$ cat src/rtl/cmix_qmc_pkg.sv
`default_nettype none
package cmix_qmc_pkg;
  // ==========================================================
  // register map (byte offsets on the axi4-lite bus)
  localparam logic [7:0] mix_ctrl_off    = 8'h00; // coarse select, gain half
  localparam logic [7:0] qmc_gain_off    = 8'h04; // correction gain
  localparam logic [7:0] qmc_phase_off   = 8'h08; // phase cross term
  localparam logic [7:0] i_offset_off    = 8'h0c; // i dc offset
  localparam logic [7:0] q_offset_off    = 8'h10; // q dc offset
  localparam logic [7:0] grp_delay_off   = 8'h14; // i/q group delay
  localparam logic [7:0] status_off      = 8'h18; // phase, saturation
  // ==========================================================
  // field positions and widths
  localparam int cmix_lsb       = 0;  // coarse select field [3:0]
  localparam int mixer_gain_bit = 4;  // 1 = full scale, 0 = halve
  localparam int sync_bit       = 8;  // write 1 restarts sequence
  localparam int gd_q_lsb       = 8;  // q delay in [15:8]
  localparam int gain_frac_bits = 10; // binary point below bit 10
  localparam int phase_frac_bits = 12; // phase weight 2^-12 per lsb
  // ==========================================================
  // reset values
  localparam logic [3:0]  cmix_rst       = 4'h0;
  localparam logic        mixer_gain_rst = 1'b0;
  localparam logic [10:0] qmc_gain_rst   = 11'h400; // 1.0000
  localparam logic [11:0] qmc_phase_rst  = 12'h000;
  localparam logic [12:0] offset_rst     = 13'h0000;
  localparam logic [7:0]  grp_delay_rst  = 8'h00;
  // eighth-rate cosine/sine magnitude 0.7071 in q1.14
  localparam logic signed [15:0] cos8 = 16'sh2d41;
  localparam logic [1:0] resp_okay   = 2'b00;
  localparam logic [1:0] resp_slverr = 2'b10;
  // ==========================================================
  // carriers
  typedef struct packed {
    logic signed [15:0] i; // in-phase sample
    logic signed [15:0] q; // quadrature sample
  } iq_t;
  typedef struct packed {
    logic       gain_full; // mixer gain bit
    logic [3:0] cmix;      // coarse select
  } mix_cfg_t;
endpackage : cmix_qmc_pkg
`default_nettype wire

$ cat src/rtl/coarse_mixer_iq_correction.sv
// Operation
// - coarse mixer shifts by multiples of fs/8
// - fs/2, +-fs/4 by negate and swap only
// - no mixing passes samples unchanged
// - fs/2 negates every second sample pair
// - +fs/4 four-phase sign-swap sequence
// - -fs/4 four-phase sign-swap sequence
// - mixer gain unused in sign-swap modes
// - fs/8 uses multiplier, combinable with others
// - select bits: 3 fs/8, 2 +fs/4, 1 fs/2, 0 -fs/4
// - combined codes give +-3fs/8 and -fs/8
// - gain bit zero halves multiplier output
// - i/q separable only for none and fs/2
// - 11-bit unsigned correction gain, default one
// - gain binary point between bits 9, 10
// - signed phase constant times q into i
// - per-channel 13-bit signed dc offset
// - offset lsb aligned with sample lsb
// - independent 8-bit group delay per channel
//
// Chosen here: the address map and the AXI4-Lite slave port.
`default_nettype none
module coarse_mixer_iq_correction (
  input  wire logic                clk_sys,       // sample clock
  input  wire logic                resetn,        // async, active low
  input  wire logic                sync_in,       // sequence restart
  input  wire logic                in_valid,      // sample pair valid
  input  wire cmix_qmc_pkg::iq_t   in_data,       // paired i/q
  output logic                     out_valid,     // output pair valid
  output cmix_qmc_pkg::iq_t        out_data,      // corrected i/q
  output logic [7:0]               i_grp_delay,   // i delay trim
  output logic [7:0]               q_grp_delay,   // q delay trim
  output logic                     iq_separable,  // real channels kept
  // axi4-lite slave
  input  wire logic [7:0]          s_axi_awaddr,
  input  wire logic                s_axi_awvalid,
  output logic                     s_axi_awready,
  input  wire logic [31:0]         s_axi_wdata,
  input  wire logic [3:0]          s_axi_wstrb,
  input  wire logic                s_axi_wvalid,
  output logic                     s_axi_wready,
  output logic [1:0]               s_axi_bresp,
  output logic                     s_axi_bvalid,
  input  wire logic                s_axi_bready,
  input  wire logic [7:0]          s_axi_araddr,
  input  wire logic                s_axi_arvalid,
  output logic                     s_axi_arready,
  output logic [31:0]              s_axi_rdata,
  output logic [1:0]               s_axi_rresp,
  output logic                     s_axi_rvalid,
  input  wire logic                s_axi_rready
);
  // ==========================================================
  // configuration registers
  cmix_qmc_pkg::mix_cfg_t mix_cfg_reg;         // select and gain bit
  logic [10:0]            qmc_gain_reg;        // unsigned q1.10
  logic [11:0]            qmc_phase_reg;       // signed phase term
  logic [12:0]            i_channel_dc_offset; // i offset
  logic [12:0]            q_channel_dc_offset; // q offset
  logic                   sw_sync_reg;         // one-cycle sync pulse
  logic                   sat_reg;             // sticky saturation
  logic [1:0]             phase_reg;           // sequence phase

  // ==========================================================
  // axi4-lite write channel
  logic        aw_held;      // address captured
  logic        w_held;       // data captured
  logic [7:0]  awaddr_reg;   // captured address
  logic [31:0] wdata_reg;    // captured data
  logic [3:0]  wstrb_reg;    // captured strobes
  logic        wr_go;        // both halves present
  logic        wr_hit;       // mapped write address

  assign wr_go  = aw_held && w_held && !s_axi_bvalid;
  assign wr_hit = (awaddr_reg <= cmix_qmc_pkg::grp_delay_off) &&
                  (awaddr_reg[1:0] == 2'b00);

  // address and data taken in either order
  always_ff @(posedge clk_sys or negedge resetn) begin
    if (!resetn) begin
      aw_held    <= 1'b0;
      w_held     <= 1'b0;
      awaddr_reg <= 8'h00;
      wdata_reg  <= 32'h0000_0000;
      wstrb_reg  <= 4'h0;
    end else begin
      if (s_axi_awvalid && s_axi_awready) begin
        aw_held    <= 1'b1;
        awaddr_reg <= s_axi_awaddr;
      end else if (wr_go) begin
        aw_held <= 1'b0;
      end
      if (s_axi_wvalid && s_axi_wready) begin
        w_held    <= 1'b1;
        wdata_reg <= s_axi_wdata;
        wstrb_reg <= s_axi_wstrb;
      end else if (wr_go) begin
        w_held <= 1'b0;
      end
    end
  end

  // ready while the slot is empty
  always_ff @(posedge clk_sys or negedge resetn) begin
    if (!resetn) begin
      s_axi_awready <= 1'b0;
      s_axi_wready  <= 1'b0;
    end else begin
      s_axi_awready <= !aw_held && !(s_axi_awvalid && s_axi_awready)
                       && !s_axi_bvalid;
      s_axi_wready  <= !w_held && !(s_axi_wvalid && s_axi_wready)
                       && !s_axi_bvalid;
    end
  end

  // write response
  always_ff @(posedge clk_sys or negedge resetn) begin
    if (!resetn) begin
      s_axi_bvalid <= 1'b0;
      s_axi_bresp  <= cmix_qmc_pkg::resp_okay;
    end else if (wr_go) begin
      s_axi_bvalid <= 1'b1;
      s_axi_bresp  <= wr_hit ? cmix_qmc_pkg::resp_okay
                             : cmix_qmc_pkg::resp_slverr;
    end else if (s_axi_bready) begin
      s_axi_bvalid <= 1'b0;
    end
  end

  // register updates, byte lane by lane
  always_ff @(posedge clk_sys or negedge resetn) begin
    if (!resetn) begin
      mix_cfg_reg.cmix      <= cmix_qmc_pkg::cmix_rst;
      mix_cfg_reg.gain_full <= cmix_qmc_pkg::mixer_gain_rst;
      qmc_gain_reg          <= cmix_qmc_pkg::qmc_gain_rst;
      qmc_phase_reg         <= cmix_qmc_pkg::qmc_phase_rst;
      i_channel_dc_offset   <= cmix_qmc_pkg::offset_rst;
      q_channel_dc_offset   <= cmix_qmc_pkg::offset_rst;
      i_grp_delay           <= cmix_qmc_pkg::grp_delay_rst;
      q_grp_delay           <= cmix_qmc_pkg::grp_delay_rst;
      sw_sync_reg           <= 1'b0;
    end else begin
      sw_sync_reg <= 1'b0;
      if (wr_go && wr_hit) begin
        case (awaddr_reg)
          cmix_qmc_pkg::mix_ctrl_off: begin
            if (wstrb_reg[0]) begin
              mix_cfg_reg.cmix      <= wdata_reg[3:0];
              mix_cfg_reg.gain_full <=
                wdata_reg[cmix_qmc_pkg::mixer_gain_bit];
            end
            if (wstrb_reg[1]) begin
              sw_sync_reg <= wdata_reg[cmix_qmc_pkg::sync_bit];
            end
          end
          cmix_qmc_pkg::qmc_gain_off: begin
            if (wstrb_reg[0]) qmc_gain_reg[7:0]  <= wdata_reg[7:0];
            if (wstrb_reg[1]) qmc_gain_reg[10:8] <= wdata_reg[10:8];
          end
          cmix_qmc_pkg::qmc_phase_off: begin
            if (wstrb_reg[0]) qmc_phase_reg[7:0]  <= wdata_reg[7:0];
            if (wstrb_reg[1]) qmc_phase_reg[11:8] <= wdata_reg[11:8];
          end
          cmix_qmc_pkg::i_offset_off: begin
            if (wstrb_reg[0]) i_channel_dc_offset[7:0]  <= wdata_reg[7:0];
            if (wstrb_reg[1]) i_channel_dc_offset[12:8] <= wdata_reg[12:8];
          end
          cmix_qmc_pkg::q_offset_off: begin
            if (wstrb_reg[0]) q_channel_dc_offset[7:0]  <= wdata_reg[7:0];
            if (wstrb_reg[1]) q_channel_dc_offset[12:8] <= wdata_reg[12:8];
          end
          cmix_qmc_pkg::grp_delay_off: begin
            if (wstrb_reg[0]) i_grp_delay <= wdata_reg[7:0];
            if (wstrb_reg[1]) q_grp_delay <= wdata_reg[15:8];
          end
          default: begin
          end
        endcase
      end
    end
  end

  // ==========================================================
  // axi4-lite read channel
  logic [31:0] rd_word;  // decoded read value
  logic        rd_hit;   // mapped read address
  logic        sat_clr;  // status read clears saturation

  always_comb begin
    rd_word = 32'h0000_0000;
    rd_hit  = 1'b1;
    case (s_axi_araddr)
      cmix_qmc_pkg::mix_ctrl_off:
        rd_word = {27'h0, mix_cfg_reg.gain_full, mix_cfg_reg.cmix};
      cmix_qmc_pkg::qmc_gain_off:  rd_word = {21'h0, qmc_gain_reg};
      cmix_qmc_pkg::qmc_phase_off: rd_word = {20'h0, qmc_phase_reg};
      cmix_qmc_pkg::i_offset_off:  rd_word = {19'h0, i_channel_dc_offset};
      cmix_qmc_pkg::q_offset_off:  rd_word = {19'h0, q_channel_dc_offset};
      cmix_qmc_pkg::grp_delay_off:
        rd_word = {16'h0, q_grp_delay, i_grp_delay};
      cmix_qmc_pkg::status_off:
        rd_word = {28'h0, iq_separable, sat_reg, phase_reg};
      default: rd_hit = 1'b0;
    endcase
  end

  assign sat_clr = s_axi_arvalid && s_axi_arready &&
                   (s_axi_araddr == cmix_qmc_pkg::status_off);

  // read answer one cycle after the address is taken
  always_ff @(posedge clk_sys or negedge resetn) begin
    if (!resetn) begin
      s_axi_arready <= 1'b0;
      s_axi_rvalid  <= 1'b0;
      s_axi_rdata   <= 32'h0000_0000;
      s_axi_rresp   <= cmix_qmc_pkg::resp_okay;
    end else begin
      s_axi_arready <= !s_axi_rvalid && !(s_axi_arvalid && s_axi_arready);
      if (s_axi_arvalid && s_axi_arready) begin
        s_axi_rvalid <= 1'b1;
        s_axi_rdata  <= rd_word;
        s_axi_rresp  <= rd_hit ? cmix_qmc_pkg::resp_okay
                               : cmix_qmc_pkg::resp_slverr;
      end else if (s_axi_rready) begin
        s_axi_rvalid <= 1'b0;
      end
    end
  end

  // ==========================================================
  // coarse mixer: sequence phase
  // restart keeps output sequences deterministic
  always_ff @(posedge clk_sys or negedge resetn) begin
    if (!resetn) begin
      phase_reg <= 2'd0;
    end else if (sync_in || sw_sync_reg) begin
      phase_reg <= 2'd0;
    end else if (in_valid) begin
      phase_reg <= phase_reg + 2'd1;
    end
  end

  // saturating narrowing helper
  function automatic logic signed [15:0] sat16(
    input logic signed [31:0] v);
    if (v > 32'sd32767)       sat16 = 16'sh7fff;
    else if (v < -32'sd32768) sat16 = 16'sh8000;
    else                      sat16 = v[15:0];
  endfunction : sat16

  // sign-and-swap stage, no multiplier
  logic signed [15:0] ni;  // negated i
  logic signed [15:0] nq;  // negated q
  cmix_qmc_pkg::iq_t  ss;  // sign-swap result
  logic [3:0]         cm;  // active select
  logic [1:0]         ph4; // quarter phase
  logic               half_on; // fs/2 active

  assign cm = mix_cfg_reg.cmix;
  assign ni = sat16(-32'(in_data.i));
  assign nq = sat16(-32'(in_data.q));

  // quarter-rate modes step through four phases
  always_comb begin
    ph4     = phase_reg;
    half_on = cm[1];
    ss      = in_data;
    if (cm[2]) begin
      case (ph4)
        2'd0: ss = in_data;
        2'd1: begin ss.i = nq;        ss.q = in_data.i; end
        2'd2: begin ss.i = ni;        ss.q = nq;        end
        default: begin ss.i = in_data.q; ss.q = ni;     end
      endcase
    end else if (cm[0]) begin
      case (ph4)
        2'd0: ss = in_data;
        2'd1: begin ss.i = in_data.q; ss.q = ni;        end
        2'd2: begin ss.i = ni;        ss.q = nq;        end
        default: begin ss.i = nq;     ss.q = in_data.i; end
      endcase
    end
    // fs/2 negates every second pair
    if (half_on && ph4[0]) begin
      ss.i = sat16(-32'(ss.i));
      ss.q = sat16(-32'(ss.q));
    end
  end

  // eighth-rate stage: fixed-coefficient complex multiply
  logic [2:0]         ph8_reg; // eighth-rate phase
  logic signed [15:0] c8;      // cosine term
  logic signed [15:0] s8;      // sine term
  logic signed [31:0] mi;      // multiplier i
  logic signed [31:0] mq;      // multiplier q
  cmix_qmc_pkg::iq_t  mix_reg; // mixer output
  logic               mv_reg;  // mixer output valid

  always_ff @(posedge clk_sys or negedge resetn) begin
    if (!resetn) begin
      ph8_reg <= 3'd0;
    end else if (sync_in || sw_sync_reg) begin
      ph8_reg <= 3'd0;
    end else if (in_valid) begin
      ph8_reg <= ph8_reg + 3'd1;
    end
  end

  // cosine/sine of 2*pi*n/8 in q1.14
  always_comb begin
    case (ph8_reg)
      3'd0: begin c8 = 16'sh4000; s8 = 16'sh0000; end
      3'd1: begin c8 = cmix_qmc_pkg::cos8;  s8 = cmix_qmc_pkg::cos8;  end
      3'd2: begin c8 = 16'sh0000; s8 = 16'sh4000; end
      3'd3: begin c8 = -cmix_qmc_pkg::cos8; s8 = cmix_qmc_pkg::cos8;  end
      3'd4: begin c8 = -16'sh4000; s8 = 16'sh0000; end
      3'd5: begin c8 = -cmix_qmc_pkg::cos8; s8 = -cmix_qmc_pkg::cos8; end
      3'd6: begin c8 = 16'sh0000; s8 = -16'sh4000; end
      default: begin c8 = cmix_qmc_pkg::cos8; s8 = -cmix_qmc_pkg::cos8; end
    endcase
    // gain_full=1 keeps scale, 0 halves (one more shift)
    mi = (ss.i * c8 - ss.q * s8) >>> (mix_cfg_reg.gain_full ? 14 : 15);
    mq = (ss.i * s8 + ss.q * c8) >>> (mix_cfg_reg.gain_full ? 14 : 15);
  end

  // multiplier only in fs/8 combos; gain bit unused otherwise
  always_ff @(posedge clk_sys or negedge resetn) begin
    if (!resetn) begin
      mix_reg <= '0;
      mv_reg  <= 1'b0;
    end else begin
      mv_reg <= in_valid;
      if (cm[3]) begin
        mix_reg.i <= sat16(mi);
        mix_reg.q <= sat16(mq);
      end else begin
        mix_reg <= ss;
      end
    end
  end

  // ==========================================================
  // quadrature correction: gain, phase, offset
  logic signed [31:0] gi;  // i with phase term, scaled
  logic signed [31:0] gq;  // q scaled
  logic signed [31:0] pq;  // phase cross term
  cmix_qmc_pkg::iq_t  qc_reg; // gain/phase stage
  logic               qv_reg;

  always_comb begin
    pq = (32'(mix_reg.q) * 32'(signed'(qmc_phase_reg)))
         >>> cmix_qmc_pkg::phase_frac_bits;
    gi = ((32'(mix_reg.i) + pq) * signed'(32'(qmc_gain_reg)))
         >>> cmix_qmc_pkg::gain_frac_bits;
    gq = (32'(mix_reg.q) * signed'(32'(qmc_gain_reg)))
         >>> cmix_qmc_pkg::gain_frac_bits;
  end

  always_ff @(posedge clk_sys or negedge resetn) begin
    if (!resetn) begin
      qc_reg <= '0;
      qv_reg <= 1'b0;
    end else begin
      qv_reg   <= mv_reg;
      qc_reg.i <= sat16(gi);
      qc_reg.q <= sat16(gq);
    end
  end

  // offset added lsb aligned, then clipped
  always_ff @(posedge clk_sys or negedge resetn) begin
    if (!resetn) begin
      out_data  <= '0;
      out_valid <= 1'b0;
    end else begin
      out_valid  <= qv_reg;
      out_data.i <= sat16(32'(qc_reg.i) +
                    32'(signed'(i_channel_dc_offset)));
      out_data.q <= sat16(32'(qc_reg.q) +
                    32'(signed'(q_channel_dc_offset)));
    end
  end

  // ==========================================================
  // status: sticky saturation, separability flag
  always_ff @(posedge clk_sys or negedge resetn) begin
    if (!resetn) begin
      sat_reg      <= 1'b0;
      iq_separable <= 1'b1;
    end else begin
      iq_separable <= (cm == 4'b0000) || (cm == 4'b0010);
      if ((gi > 32'sd32767) || (gi < -32'sd32768) ||
          (gq > 32'sd32767) || (gq < -32'sd32768))
        sat_reg <= 1'b1; // set wins over clear
      else if (sat_clr)
        sat_reg <= 1'b0;
    end
  end
endmodule : coarse_mixer_iq_correction
`default_nettype wire

$ cat config.mk
export PLATFORM = sky130hd
export DESIGN_NAME = coarse_mixer_iq_correction
export DESIGN_NICKNAME = d
export VERILOG_FILES = /design/src/rtl/cmix_qmc_pkg.sv /design/src/rtl/coarse_mixer_iq_correction.sv
export SDC_FILE = /design/constraint.sdc
export NUM_CORES = 2
export LEC_CHECK = 0
export ABC_CLOCK_PERIOD_IN_PS = 14000
export BUFFER_PORTS_ARGS = -buffer_cell sky130_fd_sc_hd__buf_2
export CAP_MARGIN = 0
export CORE_MARGIN = 10
export CORE_UTILIZATION = 60
export DETAILED_ROUTE_END_ITERATION = 12
export PLACE_DENSITY = 0.82
export RECOVER_POWER = 50
export SLEW_MARGIN = 20
export SYNTH_ARGS = -nofsm -noshare
export SYNTH_HDL_FRONTEND = slang
export SYNTH_SLANG_ARGS = --single-unit
$ cat constraint.sdc
create_clock -name clk_sys -period 14 [get_ports clk_sys]
set_input_delay 3.5 -clock clk_sys [delete_from_list [all_inputs] [get_ports clk_sys]]
set_output_delay 3.5 -clock clk_sys [all_outputs]
set_load 0.03 [all_outputs]
======== Yosys cells after proc, flatten, opt, wreduce, memory -nomap -nowiden ========
Cells that the tools add are included.
cells by class
  $add $sub $neg .......................... 11
  multiply operators ...................... 7
  order comparisons ....................... 21
  eq/ne operators ......................... 20
  shifts and indexed selects .............. 2
  mux-type cells .......................... 49
  reduce and logical (&&, ||, !) cells .... 54
operators with widths
  kind                  number
  $mux 16               20
  $gt 32x16->1 const B  6
  $lt 32x16->1 const B  6
  $pmux 32 s3           2
  $mul 16x16->32        4
  $mux 32               4
  $neg 16->32           4
  $pmux 16 s4           2
  $pmux 16 s7           1
  $mul 16x12->28        2
  $eq 8x5->1 const B    5
  $add 16x13->17        2
  $gt 17x16->1 const B  2
  $lt 17x16->1 const B  2
  $reduce_and 3->1      11
  $add 32x32->32        1
  $eq 8x4->1 const B    4
  $sshr 32x32->32       1
  $sshr 32x4->32        1
  $sub 32x32->32        1
  $mul 17x12->29        1
  $gt 19x16->1 const B  1
  $lt 19x16->1 const B  1
  $gt 18x16->1 const B  1
  25 further kinds      79
storage, ports and cells
  register bits ........................... 246
  bits of input ports ..................... 93
  output and inout bits ................... 91
  word-level logic and storage cells ...... 203

======== Logic depth before layout (Yosys ltp) ========
  depth after elaboration ................. 19
  mapped depth ............................ 60
  gate-level depth less buffers ........... 56

======== Worst setup path after synthesis ========
OpenSTA, ideal clock, no wires.
  path kind ............................... input to register
  start point ............................. input in_data[12] in the netlist's numbering
  end point ............................... register mix_reg[10] in the netlist's numbering
  library setup time ...................... 0.086 ns
  data arrival time ....................... 16.388 ns
  data required time ...................... 13.914 ns
  slack ................................... -2.475 ns
  stages on the path ...................... 54
  path buffers ............................ 5
  cell sequence ........................... clkbuf_1 -> or4_4 -> nor4_2 -> inv_1 -> ha_1 -> or4bb_1 -> a31oi_1 -> o21ai_1 -> a211o_1 -> a222oi_1 -> o2111ai_1 -> or3_4 -> or2_1 -> nor2_1 -> nand3b_1 -> ha_1 -> inv_1 -> o211a_1 -> [18 not listed] -> inv_1 -> ha_1 -> clkbuf_1 -> a21oi_1 -> o21ai_0 -> a21oi_1 -> nor2_1 -> o21ai_0 -> nand2b_1 -> a21o_1 -> a21oi_1 -> o21ai_0 -> a21oi_2 -> o21ai_0 -> xnor2_1 -> o31a_2 -> buf_6 -> o221ai_2
on the way
  word-level cells in the longest chain between the ends .. 19
  elaborated cells on any way between the ends .. 29
  classes of those cells .................. 4 x add/sub; 2 x mul; 8 x order compare; 1 x shift; 14 x mux
RTL lines
  what                            line                                                                  text
  start, declared                 coarse_mixer_iq_correction.sv:28                                      input wire cmix_qmc_pkg::iq_t in_data,
  $neg 16->32                     coarse_mixer_iq_correction.sv:261                                     assign nq = sat16(-32'(in_data.q));
  $lt 32x16->1                    coarse_mixer_iq_correction.sv:247                                     else if (v < -32'sd32768) sat16 = 16'sh8000;
  $mux 16                         coarse_mixer_iq_correction.sv:247
  $mux 16                         coarse_mixer_iq_correction.sv:246                                     if (v > 32'sd32767) sat16 = 16'sh7fff;
  $pmux 32 s3                     coarse_mixer_iq_correction.sv:276                                     case (ph4)
  $mux 32                         coarse_mixer_iq_correction.sv:275                                     end else if (cm[0]) begin
  $mux 32 *                       coarse_mixer_iq_correction.sv:268                                     if (cm[2]) begin
  $neg 16->32 (on tied branches)  coarse_mixer_iq_correction.sv:285, coarse_mixer_iq_correction.sv:286
  [3 not listed]                  -
  $mux 32 *                       coarse_mixer_iq_correction.sv:284                                     if (half_on && ph4[0]) begin
  $mul 16x16->32                  coarse_mixer_iq_correction.sv:323                                     mq = (ss.i * s8 + ss.q * c8) >>> (mix_cfg_reg.gain_full ? 14 : 15);
  $add 32x32->32                  coarse_mixer_iq_correction.sv:323
  $sshr 32x4->32                  coarse_mixer_iq_correction.sv:323
  $lt 32x16->1                    coarse_mixer_iq_correction.sv:247
  $mux 16                         coarse_mixer_iq_correction.sv:247
  $mux 16                         coarse_mixer_iq_correction.sv:246
  $mux 32 *                       coarse_mixer_iq_correction.sv:333                                     if (cm[3]) begin
  end signal, assigned            coarse_mixer_iq_correction.sv:337                                     mix_reg <= ss;
  end, declared                   coarse_mixer_iq_correction.sv:296                                     cmix_qmc_pkg::iq_t mix_reg;
Mark *: on every way between the ends. The rest lies on a longest branch, timed or not.
A chain may end at the register's enable or synchronous reset.

======== Worst setup path after layout ========
  start point ............................. input in_data[10] in the netlist's numbering
  end point ............................... register mix_reg[3] in the netlist's numbering
Same word-level chain as after synthesis.

==> impl_metrics.py <==
metrics = {
    "critical_path": {
        "critPathMaxFanout": 15,
        "critPathArrivalTime_ps": 16110,
        "setup.worst_path.start_class": "input port",
        "crit_family": "adder cells",
        "cp.required_ps": 14410,
        "critical_path_class": "in2reg",
        "crit_path_end_kind": "flip-flop",
        "worstPathBufferInverterCount": 16,
        "max_stage_delay_ps": 590,
        "cp_common_cell": "fa_2",
        "cp_slowest_cell": "fa_2",
    },
    "global_routing": {
        "grt_usage": 0.3387,
        "grt_pass1_vias": 63850,
        "grt_antenna_before_repair": 7,
        "grt_pass1_wl_um": 346600,
        "grt_max_degree": 96,
        "grt_overflow": 0,
    },
    "finish": {
        "final_common_cell": "inv_1",
        "fillers": 7853,
        "final_cell_mix": "1,864 x inv_1, 1,538 x fa_1, 1,042 x buf_4, 640 x nand2_1, 547 x ha_1",
        "post_route_cells_drive_above_1_share": 0.2040,
        "num-nets-final": 10570,
        "fin_area_mm2": 0.08156,
        "area_growth_syn_to_layout_pct": 17.98,
    },
    "floorplanning": {
        "core_region_area_mm2": 0.1143,
        "die_area_mm2": 0.1292,
        "start_util": 0.6046,
        "rows": 124,
        "fp.dieW_um": 359.4,
        "die_y_um": 359.4,
        "ioPinCount": 184,
    },
    "drt": {
        "vias": 56790,
        "routed_wl_um": 217500,
        "drtIter0Drc": 4703,
        "wl_per_cell_um": 21.98,
        "post_drt_via_cell_ratio": 5.741,
        "ant_nets": 0,
        "dr.pass1.iters": 8,
        "drc": 0,
    },
    "sta": {
        "fin_skew_ps": 13.85,
        "worst_pin_slew_ps": 1259,
        "maxSlewViolCount": 0,
        "setup_ws_ps": -1703,
        "post-route-min-period_ps": 15700,
        "period_share": 1.122,
        "fmax_mhz": 63.68,
        "setup_viol": 32,
        "finalHoldViolations": 0,
        "max_slew_margin": 0.1606,
        "rsz0062_at_grt": "yes",
    },
    "placement": {
        "finalWeightedCongestion": 1.022,
        "port_buffers": 147,
        "dpl_cell_area_mm2": 0.07912,
        "pre_cts_slack_ps": -2594,
        "dp_hpwl_um": 184200,
    },
    "clocking": {
        "worstSkewPairLatency_ps": 560,
        "h-tree-depth": 1,
        "cts_tree": "yes",
        "clkTransAtPathRegs_ps": 60,
        "cts_sinks": 228,
        "clk_path_buf_depth": 3,
        "root_buffer": "clkbuf_16",
        "cts_hold_buf": 0,
        "numCtsBuffers": 24,
    },
    "logic_synthesis": {
        "synth-edff-count": 0,
        "syn_area_mm2": 0.06913,
        "ys.flop_type": "dfrtp_1",
        "yosysUniqueCellTypes": 105,
        "synth.avg_cell_area_um2": 9.375,
        "synth-seq-area-share": 0.08257,
        "async_flop_share": 1.000,
        "yosysWarnings": 0,
        "ys_ff_latch": 228,
        "synth_cells": 7374,
    },
    "run_status": {
        "outcome": "finished with violations",
        "violations": "negative setup slack",
    },
    "hold_path": {
        "hold_class": "reg2reg",
    },
    "job": {
        "drv_cap": 0,
    },
}
==> layout make-up <==
cell class	count	area [um^2]	area share
Sequential cell	228	5727	0.07022
Multi-Input combinational cell	4957	56570	0.6936
Timing Repair Buffer	1243	9405	0.1153
Tap cell	1512	1892	0.02320
Clock inverter	11	121.4	0.001488
Inverter	1903	7171	0.08792
Antenna cell	7	17.52	0.0002148
Clock buffer	31	656.9	0.008054
==> cells by family (layout without fill, tap and decap cells) <==
logic type	after synthesis	count (layout)	share of synthesized area
mux	114	114	0.01830
fa+ha+maj	2117	2117	0.5523
buf+inv	2208	3188	0.1216
flops	228	228	0.08257
xor+xnor	198	198	0.02536
compound gates	912	913	0.09198
simple gates	1596	1597	0.1079
other cells	1	25	0.00005425
==> through the flow <==
step	setup TNS [ps]	hold WS (ps)	util	std cells
CTS	-42770	353.4	0.7069	9859
global route	-60830	356.5	0.7131	9886
floorplan	-47040	331.2	-	7391
finish	-49380	350.5	0.7133	9892
detailed placement	-77620	338.7	0.6920	9781
global placement	-71190	335.8	0.6920	9781
==> timing repair <==
action / CTS / global route
endpoints found under the setup margin: 48 / 49
hold endpoints to repair: 0 / 0
setup buffers: 37 / 30
gates resized for setup: 130 / 126
cloned: 3 / 2
pin swaps: 43 / 46
==> path summary, 6_finish.rpt <==
check	from	end	slack [ps]	cells past startpoint
setup / recovery	in_data[10]	mix_reg[3]$_DFF_PN0_	-1700	59
hold / removal	mv_reg$_DFF_PN0_	qv_reg$_DFF_PN0_	350	0
setup reg to reg	qmc_phase_reg[4]$_DFFE_PN0P_	qc_reg[21]$_DFF_PN0_	490	53
hold reg to reg	mv_reg$_DFF_PN0_	qv_reg$_DFF_PN0_	350	0
max in group asynchronous	resetn	qmc_phase_reg[3]$_DFFE_PN0P_	9590	2
min in group asynchronous	resetn	q_grp_delay[4]$_DFFE_PN0P_	2970	1
==> cells in the mapped netlist (21+ instances only) <==
library cell  number  share of area
inv_1           1899           0.10
fa_1            1557           0.45
nand2_1          669          0.036
ha_1             560           0.10
nor2_1           321          0.017
clkbuf_1         255          0.014
and2_1           243          0.022
dfrtp_1          226          0.082
a21oi_1          220          0.016
xnor2_1          156          0.020
o21ai_0          124         0.0090
mux2_2            99          0.016
a21o_1            84         0.0091
nor3_1            68         0.0049
a31oi_1           63         0.0057
nand3_1           62         0.0045
nand2b_1          53         0.0048
o21bai_1          41         0.0045
xor2_1            41         0.0052
a22oi_1           34         0.0037
nor2b_1           29         0.0026
o21a_1            28         0.0030
nand4_1           27         0.0024
a211oi_1          25         0.0027
or3_1             25         0.0023
buf_1             21         0.0011
nor4_1            21         0.0019
o22ai_1           21         0.0019
==> routing by layer <==
layer	track usage	up-vias	wire length [um]
li1	-	24480	-
met1	0.3943	28530	75560
met2	0.5689	2848	104700
met3	0.06723	916	19200
met4	0.2189	10	17940
met5	0	-	69
Power is not shown: default switching activity piles up to over one toggle a cycle in this logic, so the estimate is an artifact.
